`config.mk`:
```
export PLATFORM = sky130hd
export DESIGN_NAME = bdec_top
export DESIGN_NICKNAME = d
export VERILOG_FILES = /design/src/include/bdec_pkg.sv /design/src/logic/bdec_scratch.sv /design/src/logic/bdec_sync.sv /design/src/logic/bdec_top.sv
export SDC_FILE = /design/constraint.sdc
export NUM_CORES = 1
export LEC_CHECK = 0
export BUFFER_PORTS_ARGS = -buffer_cell sky130_fd_sc_hd__buf_2
export CAP_MARGIN = 20
export CORE_MARGIN = 2
export CORE_UTILIZATION = 40
export CTS_BUF_LIST = sky130_fd_sc_hd__clkbuf_16
export DETAILED_ROUTE_END_ITERATION = 10
export HOLD_SLACK_MARGIN = 0.03
export PLACE_DENSITY = 0.69
export SLEW_MARGIN = 40
export SYNTH_ARGS = -nofsm -noshare
export SYNTH_HDL_FRONTEND = slang
export SYNTH_SLANG_ARGS = --single-unit
```
`constraint.sdc`:
```
create_clock -name sys_clk -period 5.88 [get_ports sys_clk]
set_clock_uncertainty 0.2 [all_clocks]
set_input_delay 0 -clock sys_clk [delete_from_list [all_inputs] [get_ports sys_clk]]
set_output_delay 0 -clock sys_clk [all_outputs]
set_load 0.05 [all_outputs]
```
`src/include/bdec_pkg.sv`:
```
// Purpose: shared constants and types for the debug entry controller
// Assumes: 32-bit scratch register, 16-bit opcodes
// Notes: vector offsets are byte offsets into the exception table
package bdec_pkg;
  localparam logic [15:0] OPC_ENTER_BG = 16'h4afa;
  localparam logic [15:0] OPC_SWBP_LO = 16'h4848;
  localparam logic [15:0] OPC_SWBP_HI = 16'h484f;
  localparam logic [3:0] OPC_LINE_A = 4'ha;
  localparam logic [3:0] OPC_LINE_F = 4'hf;
  localparam logic [15:0] SRC_ZERO = 16'h0000;
  localparam logic [15:0] SRC_OPCODE_LO = 16'h0001;
  localparam logic [15:0] SRC_DFAULT_LO = 16'hffff;
  localparam logic [31:0] PCC_RESET_FAULT = 32'hffffffff;
  localparam logic [31:0] SCRATCH_RST = 32'h00000000;
  localparam logic [9:0] VEC_ILLEGAL = 10'h010;
  localparam logic [9:0] VEC_TRACE = 10'h024;
  localparam logic [9:0] VEC_LINE_A = 10'h028;
  localparam logic [9:0] VEC_LINE_F = 10'h02c;
  localparam logic [9:0] VEC_BREAKPOINT_REQUEST_N = 10'h00c;
  localparam logic [9:0] VEC_NONE = 10'h000;
  localparam int SYNC_STAGES = 2;

  typedef enum logic [2:0] {
    BDEC_RUN = 3'b001,
    BDEC_HALTED = 3'b010,
    BDEC_FROZEN = 3'b100
  } bdec_state_t;

  // Events offered by the core in one cycle
  typedef struct packed {
    logic breakpoint_request_n_ack;
    logic opc_valid;
    logic [15:0] opcode;
    logic double_fault;
    logic reset_fetch;
    logic [15:0] special_status_word;
    logic insn_done;
    logic flow_change;
  } bdec_core_ev_t;

  // Answer to the core
  typedef struct packed {
    logic exc_valid;
    logic [9:0] exc_vector;
    logic halt_fatal;
    logic sub_opcode;
  } bdec_exc_t;
endpackage : bdec_pkg

```
`src/logic/bdec_scratch.sv`:
```
// Purpose: entry source scratch word with registered read port
// Assumes: one writer port, entry load has priority over the write
// Notes: read data lags one cycle
`timescale 1ns/1ps
module bdec_scratch (
  input wire logic sys_clk,
  input wire logic nrst,
  input wire logic load,
  input wire logic [31:0] load_data,
  input wire logic wr,
  input wire logic [31:0] wr_data,
  output logic [31:0] rd_data
);
  logic [31:0] word_q;

  // Entry load beats a late command write
  always_ff @(posedge sys_clk) begin
    if (!nrst) begin
      word_q <= bdec_pkg::SCRATCH_RST;
      rd_data <= bdec_pkg::SCRATCH_RST;
    end else begin
      if (load) begin
        word_q <= load_data;
      end else if (wr) begin
        word_q <= wr_data;
      end
      rd_data <= word_q;
    end
  end
endmodule : bdec_scratch

```
`src/logic/bdec_sync.sv`:
```
// Purpose: two flop synchroniser for a pin level
// Assumes: destination is sys_clk
// Notes: first stage feeds only the second
`timescale 1ns/1ps
module bdec_sync (
  input wire logic sys_clk,
  input wire logic nrst,
  input wire logic din,
  output logic dout
);
  logic meta_q;

  // Reset high so an idle pull-up line reads released
  always_ff @(posedge sys_clk) begin
    if (!nrst) begin
      meta_q <= 1'b1;
      dout <= 1'b1;
    end else begin
      meta_q <= din;
      dout <= meta_q;
    end
  end
endmodule : bdec_sync

```
`src/logic/bdec_top.sv`:
```
// Purpose: decides debug entry versus exception per source
// Assumes: core presents events one cycle wide on sys_clk
// Notes: serial shifting and commands live elsewhere
`timescale 1ns/1ps
// How it works
// Low request at reset release arms debug
// High request at release disarms; resampled each reset
// Host holds request low two cycles first
// Host releases request before first bus cycle
// Acked request: debug if armed, else vector 0c
// No breakpoint acknowledge cycle on debug entry
// Enter-background opcode: debug or illegal instruction
// Double fault: debug if armed, else fatal halt
// Software breakpoint opcodes never enter debug
// Peripheral requests share the same line
// Halt indication first, then serial enable
// Scratch loaded with entry source code
// Host reads scratch first after entry
// Reset-fetch double fault sets pcc all ones
// Trace exception per instruction, optional flow-only
// Line A and F use own vectors
// Exit drops halt and serial together, then pins back
// In debug, pins carry serial clock and data
// Halt holds until exit; entries ignored meanwhile
module bdec_top (
  input wire logic sys_clk,
  input wire logic nrst,
  input wire logic breakpoint_request_n,
  input wire logic fetch_status_pin,
  input wire bdec_pkg::bdec_core_ev_t core_ev,
  input wire logic trace_en,
  input wire logic trace_flow_only,
  input wire logic exit_cmd,
  input wire logic scratch_wr,
  input wire logic [31:0] scratch_wr_data,
  input wire logic serial_out_bit,
  input wire logic pipe_status_in,
  output bdec_pkg::bdec_exc_t exc_out,
  output logic halted,
  output logic serial_en,
  output logic debug_serial_clock,
  output logic debug_serial_in,
  output logic pipe_status_pin,
  output logic breakpoint_request_n_ack_cycle,
  output logic background_debug_mode,
  output logic pcc_set,
  output logic [31:0] pcc_value,
  output logic [31:0] entry_source_scratch
);
  logic req_n_s;
  logic fetch_s;
  logic nrst_q;
  logic armed_q;
  bdec_pkg::bdec_state_t state_q;
  bdec_pkg::bdec_state_t state_d;
  bdec_pkg::bdec_exc_t exc_d;
  logic [31:0] load_data;
  logic load_scratch;

  // Kept out of reset so the line is still tracked while reset is held
  bdec_sync u_sync_req (
    .sys_clk(sys_clk),
    .nrst(1'b1),
    .din(breakpoint_request_n),
    .dout(req_n_s)
  );

  bdec_sync u_sync_fetch (
    .sys_clk(sys_clk),
    .nrst(1'b1),
    .din(fetch_status_pin),
    .dout(fetch_s)
  );

  // Opcode classes
  function automatic logic is_swbp(input logic [15:0] op);
    is_swbp = (op >= bdec_pkg::OPC_SWBP_LO) && (op <= bdec_pkg::OPC_SWBP_HI);
  endfunction : is_swbp

  wire run = (state_q == bdec_pkg::BDEC_RUN);
  wire op_bg = core_ev.opc_valid && (core_ev.opcode == bdec_pkg::OPC_ENTER_BG);
  wire op_swbp = core_ev.opc_valid && is_swbp(core_ev.opcode);
  wire op_la = core_ev.opc_valid && (core_ev.opcode[15:12] == bdec_pkg::OPC_LINE_A);
  wire op_lf = core_ev.opc_valid && (core_ev.opcode[15:12] == bdec_pkg::OPC_LINE_F);
  // Same line serves external and peripheral requests
  wire bp_ev = core_ev.breakpoint_request_n_ack && !req_n_s;
  wire ent_bp = run && armed_q && bp_ev;
  wire ent_op = run && armed_q && op_bg;
  wire ent_df = run && armed_q && core_ev.double_fault;
  wire enter = ent_bp || ent_op || ent_df;
  wire trace_hit = trace_en && core_ev.insn_done && (!trace_flow_only || core_ev.flow_change);

  // Scratch code per source
  assign load_data = ent_df ? {core_ev.special_status_word, bdec_pkg::SRC_DFAULT_LO} :
                     ent_op ? {bdec_pkg::SRC_ZERO, bdec_pkg::SRC_OPCODE_LO} :
                     {bdec_pkg::SRC_ZERO, bdec_pkg::SRC_ZERO};
  assign load_scratch = enter;

  // Arm latch follows the sampled line at reset release
  always_ff @(posedge sys_clk) begin
    nrst_q <= nrst;
    if (!nrst) begin
      armed_q <= 1'b0;
    end else if (!nrst_q) begin
      armed_q <= !req_n_s;
    end
  end

  // Entry state: halt raised, serial enabled the cycle after
  always_comb begin
    state_d = state_q;
    case (state_q)
      bdec_pkg::BDEC_RUN: begin
        if (enter) begin
          state_d = bdec_pkg::BDEC_HALTED;
        end
      end
      bdec_pkg::BDEC_HALTED: begin
        state_d = bdec_pkg::BDEC_FROZEN;
      end
      bdec_pkg::BDEC_FROZEN: begin
        if (exit_cmd) begin
          state_d = bdec_pkg::BDEC_RUN;
        end
      end
      default: state_d = bdec_pkg::BDEC_RUN;
    endcase
  end

  // Exception answers when not entering debug
  always_comb begin
    exc_d = '0;
    exc_d.exc_vector = bdec_pkg::VEC_NONE;
    if (run && !enter) begin
      if (bp_ev) begin
        exc_d.exc_valid = 1'b1;
        exc_d.exc_vector = bdec_pkg::VEC_BREAKPOINT_REQUEST_N;
      end else if (core_ev.double_fault) begin
        exc_d.halt_fatal = 1'b1;
      end else if (op_swbp) begin
        exc_d.sub_opcode = 1'b1;
        exc_d.exc_valid = 1'b1;
        exc_d.exc_vector = bdec_pkg::VEC_ILLEGAL;
      end else if (op_la) begin
        exc_d.exc_valid = 1'b1;
        exc_d.exc_vector = bdec_pkg::VEC_LINE_A;
      end else if (op_lf) begin
        exc_d.exc_valid = 1'b1;
        exc_d.exc_vector = bdec_pkg::VEC_LINE_F;
      end else if (op_bg) begin
        exc_d.exc_valid = 1'b1;
        exc_d.exc_vector = bdec_pkg::VEC_ILLEGAL;
      end else if (trace_hit) begin
        exc_d.exc_valid = 1'b1;
        exc_d.exc_vector = bdec_pkg::VEC_TRACE;
      end
    end
  end

  // State and registered outputs; entries ignored while halted
  always_ff @(posedge sys_clk) begin
    if (!nrst) begin
      state_q <= bdec_pkg::BDEC_RUN;
      exc_out <= '0;
      halted <= 1'b0;
      serial_en <= 1'b0;
      breakpoint_request_n_ack_cycle <= 1'b0;
      background_debug_mode <= 1'b0;
    end else begin
      state_q <= state_d;
      exc_out <= exc_d;
      halted <= (state_d != bdec_pkg::BDEC_RUN);
      serial_en <= (state_d == bdec_pkg::BDEC_FROZEN);
      breakpoint_request_n_ack_cycle <= bp_ev && !enter && run;
      background_debug_mode <= armed_q;
    end
  end

  // Pin sharing: serial use only while serial is enabled
  always_ff @(posedge sys_clk) begin
    if (!nrst) begin
      debug_serial_clock <= 1'b1;
      debug_serial_in <= 1'b0;
      pipe_status_pin <= 1'b0;
    end else begin
      debug_serial_clock <= serial_en ? req_n_s : 1'b1;
      debug_serial_in <= serial_en ? fetch_s : 1'b0;
      pipe_status_pin <= serial_en ? serial_out_bit : pipe_status_in;
    end
  end

  // Current pc marker for a fault during the reset fetch
  always_ff @(posedge sys_clk) begin
    if (!nrst) begin
      pcc_set <= 1'b0;
      pcc_value <= bdec_pkg::SCRATCH_RST;
    end else begin
      pcc_set <= ent_df && core_ev.reset_fetch;
      pcc_value <= (ent_df && core_ev.reset_fetch) ? bdec_pkg::PCC_RESET_FAULT : pcc_value;
    end
  end

  bdec_scratch u_scratch (
    .sys_clk(sys_clk),
    .nrst(nrst),
    .load(load_scratch),
    .load_data(load_data),
    .wr(scratch_wr && !run),
    .wr_data(scratch_wr_data),
    .rd_data(entry_source_scratch)
  );

  // Checks
  property p_arm;
    @(posedge sys_clk) disable iff (!nrst)
      !$past(nrst) |-> ##1 (armed_q == !$past(req_n_s, 1));
  endproperty
  a_arm: assert property (p_arm) else $error("arm mismatch");
  property p_armhold;
    @(posedge sys_clk) disable iff (!nrst)
      $past(nrst_q) && nrst_q |-> $stable(armed_q);
  endproperty
  a_armhold: assert property (p_armhold) else $error("arm changed");
  property p_bkvec;
    @(posedge sys_clk) disable iff (!nrst)
      run && bp_ev && !armed_q |=> exc_out.exc_valid && exc_out.exc_vector == bdec_pkg::VEC_BREAKPOINT_REQUEST_N;
  endproperty
  a_bkvec: assert property (p_bkvec) else $error("breakpoint_request_n vector");
  property p_noack;
    @(posedge sys_clk) disable iff (!nrst) ent_bp |=> !breakpoint_request_n_ack_cycle;
  endproperty
  a_noack: assert property (p_noack) else $error("ack on entry");
  property p_bgill;
    @(posedge sys_clk) disable iff (!nrst)
      run && op_bg && !armed_q && !bp_ev && !core_ev.double_fault |=>
        exc_out.exc_vector == bdec_pkg::VEC_ILLEGAL;
  endproperty
  a_bgill: assert property (p_bgill) else $error("bg illegal");
  property p_dfhalt;
    @(posedge sys_clk) disable iff (!nrst)
      run && core_ev.double_fault && !armed_q && !bp_ev |=> exc_out.halt_fatal;
  endproperty
  a_dfhalt: assert property (p_dfhalt) else $error("df halt");
  property p_swbp;
    @(posedge sys_clk) disable iff (!nrst)
      run && op_swbp && !bp_ev && !core_ev.double_fault |=> !halted;
  endproperty
  a_swbp: assert property (p_swbp) else $error("swbp entered");
  property p_order;
    @(posedge sys_clk) disable iff (!nrst) enter |=> halted && !serial_en ##1 serial_en;
  endproperty
  a_order: assert property (p_order) else $error("entry order");
  property p_code;
    @(posedge sys_clk) disable iff (!nrst)
      ent_op |-> ##2 entry_source_scratch == {bdec_pkg::SRC_ZERO, bdec_pkg::SRC_OPCODE_LO};
  endproperty
  a_code: assert property (p_code) else $error("scratch code");
  property p_exit;
    @(posedge sys_clk) disable iff (!nrst)
      state_q == bdec_pkg::BDEC_FROZEN && exit_cmd |=> !halted && !serial_en;
  endproperty
  a_exit: assert property (p_exit) else $error("exit");
  property p_hold;
    @(posedge sys_clk) disable iff (!nrst)
      serial_en && !exit_cmd |=> halted && serial_en;
  endproperty
  a_hold: assert property (p_hold) else $error("halt dropped");
  property p_dfent;
    @(posedge sys_clk) disable iff (!nrst)
      ent_df |=> halted && !exc_out.halt_fatal;
  endproperty
  a_dfent: assert property (p_dfent) else $error("df entry");
  property p_dfcode;
    @(posedge sys_clk) disable iff (!nrst)
      ent_df |-> ##2 entry_source_scratch == {$past(core_ev.special_status_word, 2), bdec_pkg::SRC_DFAULT_LO};
  endproperty
  a_dfcode: assert property (p_dfcode) else $error("df scratch code");
  property p_pcc;
    @(posedge sys_clk) disable iff (!nrst)
      ent_df && core_ev.reset_fetch |=> pcc_set && pcc_value == bdec_pkg::PCC_RESET_FAULT;
  endproperty
  a_pcc: assert property (p_pcc) else $error("pcc marker");
  property p_linea;
    @(posedge sys_clk) disable iff (!nrst)
      run && op_la && !bp_ev && !core_ev.double_fault |=>
        exc_out.exc_valid && exc_out.exc_vector == bdec_pkg::VEC_LINE_A;
  endproperty
  a_linea: assert property (p_linea) else $error("line a vector");
  property p_sclk;
    @(posedge sys_clk) disable iff (!nrst)
      serial_en |=> debug_serial_clock == $past(req_n_s);
  endproperty
  a_sclk: assert property (p_sclk) else $error("serial clock pin");
  property p_pipe;
    @(posedge sys_clk) disable iff (!nrst)
      !serial_en |=> pipe_status_pin == $past(pipe_status_in);
  endproperty
  a_pipe: assert property (p_pipe) else $error("pipe pin");
  c_bp: cover property (@(posedge sys_clk) ent_bp);
  c_df: cover property (@(posedge sys_clk) ent_df && core_ev.reset_fetch);
  c_exit: cover property (@(posedge sys_clk) serial_en ##1 !serial_en);
  c_op: cover property (@(posedge sys_clk) ent_op);
  c_refused: cover property (@(posedge sys_clk) halted && core_ev.double_fault);
endmodule : bdec_top

```
-- Word-level counts from Yosys, hierarchy flattened
Index checks and enable logic that the tools add are counted.
- word-level logic and storage cells: 85
- flip-flop bits (word level): 95
- input bits: 80
- output and inout port bits: 85
- magnitude comparators: 2
- reductions and logical operators: 31
- multiplexer cells: 17
- equal/unequal tests: 8
- bitwise gates (word level): 2
- operator list (kind ; count):
    32-bit 2-to-1 mux ; 3
    11-bit 2-to-1 mux ; 7
    1-bit logical AND ; 17
    16-bit by 15-bit equality test with 1-bit output (second input constant) ; 1
    16-bit by 15-bit >= comparator with 1-bit output (second input constant) ; 1
    16-bit by 15-bit less-or-equal comparator with 1-bit output (second input constant) ; 1
    3-bit case mux with 3 select lines ; 1
    4-bit equality test (second input constant) ; 2
    8-bit OR reduction ; 1
    3-bit equality test (second input constant) ; 2
    3-bit 2-to-1 mux ; 2
    5-bit OR reduction ; 1
    1-bit logical NOT ; 4
    1-bit 2-to-1 mux ; 4
    2-bit AND reduction ; 2
    4-bit OR reduction ; 1
    3-bit by 1-bit equality test with 1-bit output (second input constant) ; 1
    3-bit by 2-bit equality test with 1-bit output (second input constant) ; 1
    1-bit logical OR ; 3
    3-bit by 1-bit != test with 1-bit output (second input constant) ; 1
    3-bit OR reduction ; 1
    1-bit inverter ; 2
    2-bit nonzero test ; 1

-- Depth between registers and ports, before layout
- depth after elaboration: 10
- mapped depth: 8
- gate-level depth less buffers: 5

-- Cells and area by module
A second synthesis with hierarchy kept.
- cell total of the unflattened synthesis: 367
- area, all modules: 4062.6 µm²
- by module, submodules not included (module ; cells an instance ; area an instance (µm²) ; times used ; sequential area each (µm²)):
    bdec_scratch ; 209 ; 2625.0 ; 1 ; 1281.2
    bdec_top ; 150 ; 1332.5 ; 1 ; 420.4
    bdec_sync ; 4 ; 52.6 ; 2 ; 40.0

-- Least setup slack after synthesis
OpenSTA, ideal clock, no wires.
- path kind: reg2reg
- start: reg state_q[0]
- end: reg exc_out[4] (netlist bit)
- arrival: 1708 ps
- cell stages (with the launch flop): 9
- data required time: 5596 ps
- path buffers: 3
- library setup time: 84 ps
- period minus slack after synthesis: 1992 ps
- setup slack: 3888 ps
- cells stage by stage: dfxtp_1 > buf_6 > nor4bb_1 > buf_6 > o21a_1 > a31o_1 > buf_6 > or3_4 > o31ai_2
- cells in the longest elaborated chain, start to end: 8
- elaborated cells between the ends (all ways): 10
- classes of those cells: 1 x eq/ne; 9 x reduce/logical
- RTL lines (element ; RTL line ; text):
    start: declaration ; bdec_top.sv:54 ; bdec_pkg::bdec_state_t state_q;
    start signal: assignment ; bdec_top.sv:163 ; state_q <= bdec_pkg::BDEC_RUN;
    start signal: assignment ; bdec_top.sv:170 ; state_q <= state_d;
    3-bit by 1-bit equality test with 1-bit output * ; bdec_top.sv:80 ; wire run = (state_q == bdec_pkg::BDEC_RUN);
    1-bit logical AND ; bdec_top.sv:87, bdec_top.sv:88, bdec_top.sv:89 ;
    1-bit logical AND (on tied branches) ; bdec_top.sv:87, bdec_top.sv:88 ;
    1-bit logical OR (2 in a row) ; bdec_top.sv:90 ; wire enter = ent_bp || ent_op || ent_df;
    1-bit logical NOT ; bdec_top.sv:134 ; if (run && !enter) begin
    1-bit logical AND * ; bdec_top.sv:134 ;
    2-bit AND reduction (no line) * ; - ;
    end signal: assignment ; bdec_top.sv:164 ; exc_out <= '0;
    end signal: assignment ; bdec_top.sv:171 ; exc_out <= exc_d;
    end: declaration ; bdec_top.sv:38 ; output bdec_pkg::bdec_exc_t exc_out,
Mark *: on every way between the ends. The rest lies on a longest branch, timed or not.
A chain may end at the register's enable or synchronous reset.

-- Final worst setup path
- start: in trace_flow_only
- end: reg exc_out[4] (netlist bit)
- cells in the longest elaborated chain, start to end: 10
- RTL lines (element ; RTL line ; text):
    start: declaration ; bdec_top.sv:32 ; input wire logic trace_flow_only,
    1-bit logical NOT ; bdec_top.sv:91 ; wire trace_hit = trace_en && core_ev.insn_done && (!trace_flow_only || core_ev.flow_change);
    1-bit logical OR ; bdec_top.sv:91 ;
    1-bit logical AND ; bdec_top.sv:91 ;
    11-bit 2-to-1 mux ; bdec_top.sv:153 ; end else if (trace_hit) begin
    11-bit 2-to-1 mux ; bdec_top.sv:150 ; end else if (op_bg) begin
    11-bit 2-to-1 mux ; bdec_top.sv:147 ; end else if (op_lf) begin
    11-bit 2-to-1 mux ; bdec_top.sv:144 ; end else if (op_la) begin
    11-bit 2-to-1 mux ; bdec_top.sv:140 ; end else if (op_swbp) begin
    11-bit 2-to-1 mux ; bdec_top.sv:138 ; end else if (core_ev.double_fault) begin
    11-bit 2-to-1 mux ; bdec_top.sv:135 ; if (bp_ev) begin
Every way passes these cells.

==> metrics <==
Reg clk slew, reported paths 60 ps; Rel. slew slack 51.7%; Flop pwr share 44.6%; Hold Path End u_sync_fetch.meta_q$_DFF_P_; CP Max Fanout 3; Die H 98.0 µm; Post-synth EDFFs 0; Iteration-0 DRC Markers 143; Mapped Area 3530 µm²; Placer Congestion 0.844; top_reg_cell synth dfxtp_1; H-tree levels 3; IO buf count 158; FMAX 0.315 GHz; critical path arrival 3240 ps; Post-CTS Setup Bufs 0; deepest clock path buffer count 2; combinational fraction of design power 16.6%; share of the yosys chip area belonging to registers 50.4%; crit path kind input port to flop; Final nets 653; grt met1 use 22.0%; Hold Crit Class input port to flop; endpoints failing setup 0; CP Data Required Time 5940 ps; met3 GRT Util 3.87%; largest net degree at the start of global routing 59; GR peak layer met2; initial antenna violation count 0; switching power 393 µW; total CTS buffers 9; core box area 8640 µm²; synthesized area per cell 9.25 µm²; Num Clock Sinks 89; clock latency on the worst-skew pair 330 ps; Ant. Diodes 0; drt pass-1 iters 4; via count 3298; ratio of cells with drive above 1 in the final layout 31.7%; met2 routing resource usage after global routing 34.1%; cells on worst reg2reg path 7; grt ovf 0; first-pass GRT wire length 14.9 mm; setup ws final 2710 ps; CP peak stage delay 610 ps; Hold Path Depth 2; R2R Setup Slk 2870 ps; max-cap viol count 0; total wire length 9.13 mm; Synth Instances 382; drt via density 4.81; Synthesis Warnings 0; Die W 98.0 µm; Critical R2R Launch state_q[0]$_SDFF_PN1_; max-slew violation count 0; TNS Setup 0 ps; Critical Path, Cell by Cell dlygate4sd3_1 -> buf_2 -> a21oi_1 -> dlygate4sd3_1 -> nor2b_1 -> or4_1 -> dlygate4sd3_1 -> o31ai_2 -> dlygate4sd3_1; Post-Place Worst Slack 3430 ps; DRC viols 0; CTS tree built; peak supply drop 0.000171 V; status finished, final reports clean; cell row count 34; Clk pwr share 38.8%; P per Cell Area 284 nW/µm²; Layout area overhead 45.5%; synthesized flop and latch total 89; Tcrit/Tclk final 53.9%; root buf cell clkbuf_16; internal power 1.06 mW; Async SR Flop Fraction 0%; WL/cell 13.3 µm; RSZ-0062 raised after global routing false; Critical Path Slowest Stage Cell dlygate4sd3_1; final hold vios 0; post-DP HPWL 5.81 mm; Static Leak 2.60 nW; CP dominant cell by count dlygate4sd3_1; I/O pins 165; HP Start fetch_status_pin; Worst-Margin Slew 724 ps; CP startpoint kind input port; Final Critical Period 3170 ps; FILL cells 763; terminus of the critical flop-to-flop path u_scratch.word_q[30]$_SDFFE_PN0P_; Antenna Violating Nets Remaining 0; initial core utilization 40.9%; die area 9600 µm²; CP endpoint kind flop; Tot GR Track Use 19.1%; vias in the first global route 3264; sw frac 27.0%; Netlist cell types 48
==> logic make-up after synthesis <==
family,Yosys count,synth area share [%]
XOR/XNOR,1,0.248
buffers and inverters,61,11.4
flip-flops,89,50.4
AO/OA/AOI/OAI,91,17.0
other,1,0.106
multiplexers,2,0.566
AND/OR/NAND/NOR,137,20.3
==> Yosys cell counts, types with 2 or more instances <==
cell | n | share of area (%)
buf_2 | 5 | 0.71
nand3_1 | 3 | 0.42
inv_1 | 4 | 0.42
nand4b_1 | 2 | 0.50
nand4_1 | 3 | 0.53
nor2b_1 | 3 | 0.53
clkbuf_1 | 11 | 1.2
o21ai_1 | 2 | 0.28
a2bb2oi_1 | 2 | 0.50
mux2i_1 | 2 | 0.57
buf_6 | 4 | 1.3
o21ai_0 | 36 | 5.1
o211a_1 | 15 | 4.2
buf_4 | 37 | 7.9
nor2_1 | 44 | 4.7
nor3_1 | 8 | 1.1
nand2b_1 | 2 | 0.35
nand2_1 | 22 | 2.3
a21oi_1 | 22 | 3.1
a31o_1 | 2 | 0.50
dfxtp_1 | 89 | 50
and3_1 | 4 | 0.71
and2_1 | 35 | 6.2
==> layout by cell type (no fill, tap or decap), types with 2 or more instances in the layout <==
master | synthesis | routed
nor3_1 | 8 | 8
o21ai_0 | 36 | 36
conb_1 | 1 | 6
dlygate4sd3_1 | 0 | 72
o21ai_1 | 2 | 2
nand3_1 | 3 | 3
nor2_1 | 44 | 44
nor2b_1 | 3 | 3
nand4_1 | 3 | 3
mux2i_1 | 2 | 2
inv_1 | 4 | 5
and3_1 | 4 | 4
a31o_1 | 2 | 2
nand2_1 | 22 | 22
o211a_1 | 15 | 15
inv_6 | 0 | 3
clkbuf_16 | 0 | 9
a2bb2oi_1 | 2 | 2
nand4b_1 | 2 | 2
buf_2 | 5 | 157
and2_1 | 35 | 35
dfxtp_1 | 89 | 89
a21oi_1 | 22 | 22
nand2b_1 | 2 | 2
buf_4 | 37 | 3
==> critical path: cells and delay by family <==
family	cells	cell delay (ps)
buf+inv	5	2420
compound gates	2	280
simple gates	2	540
==> routing by layer <==
| metal | wire (µm) | vias up | share of wire, % |
|---|---|---|---|
| met4 | 270 | 0 | 3.0 |
| li1 | - | 1632 | - |
| met3 | 491 | 22 | 5.4 |
| met5 | 0 | - | 0 |
| met1 | 3710 | 1520 | 41 |
| met2 | 4660 | 124 | 51 |
==> sequential cells by signal, summed over array words and instances (netlist names) <==
signal / count
debug_serial_clock: 1
exc_out: 7
u_scratch.rd_data: 32
nrst_q: 1
u_sync_req.dout: 1
halted: 1
state_q: 3
background_debug_mode: 1
pcc_set: 1
u_sync_req.meta_q: 1
debug_serial_in: 1
u_sync_fetch.dout: 1
armed_q: 1
u_scratch.word_q: 32
u_sync_fetch.meta_q: 1
breakpoint_request_n_ack_cycle: 1
serial_en: 1
pipe_status_pin: 1
pcc_value: 1
==> power groups by stage <==
stage                     clock network [mW]  logic [mW]  registers, mW
after floorplan                            0       0.104          0.707
after global routing                   0.607       0.260          0.654
after detailed placement                   0       0.199          0.663
after CTS                              0.577       0.238          0.650
after global placement                     0       0.196          0.662
final                                  0.566       0.241          0.650
==> final cells by class <==
cell class / count / area, µm² / area share, %
Timing Repair Buffer: 232 / 1530 / 29.7
Multi-Input combinational cell: 237 / 1380 / 26.8
Inverter: 4 / 15.0 / 0.292
Clock buffer: 9 / 225 / 4.38
Tap cell: 108 / 135 / 2.63
Sequential cell: 89 / 1780 / 34.7
Clock inverter: 7 / 76.3 / 1.48
==> what timing repair did <==
action	4_1_cts	5_1_grt
hold endpoints to repair	48	0
hold buffers	72	0
gates resized for setup	0	0
==> per-stage QoR <==
stage / cells / util [%] / total power, mW / instance area [µm²] / hold slack (ps)
2_1_floorplan: 387 / - / 0.811 / 3550 / -172
3_3_place_gp: 598 / 47.5 / 0.858 / 4110 / -98.0
3_5_place_dp: 598 / 47.5 / 0.862 / 4110 / -96.4
4_1_cts: 686 / 59.4 / 1.47 / 5130 / 95.3
5_1_grt: 686 / 59.5 / 1.52 / 5140 / 100
6_report: 686 / 59.5 / 1.46 / 5140 / 112
==> how the worst max path moves through the flow <==
stage,cells after the start,from,end,slack [ps]
after global routing,7,state_q[0]$_SDFF_PN1_,u_scratch.word_q[29]$_SDFFE_PN0P_,2580
after floorplan,8,state_q[0]$_SDFF_PN1_,exc_out[4]$_SDFF_PN0_,3890
after CTS,7,nrst,u_scratch.word_q[26]$_SDFFE_PN0P_,2680
final,9,trace_flow_only,exc_out[4]$_SDFF_PN0_,2710
after detailed placement,5,nrst,u_scratch.word_q[22]$_SDFFE_PN0P_,3430
after global placement,5,nrst,u_scratch.word_q[16]$_SDFFE_PN0P_,3530
Power figures use the tool's default switching activity.
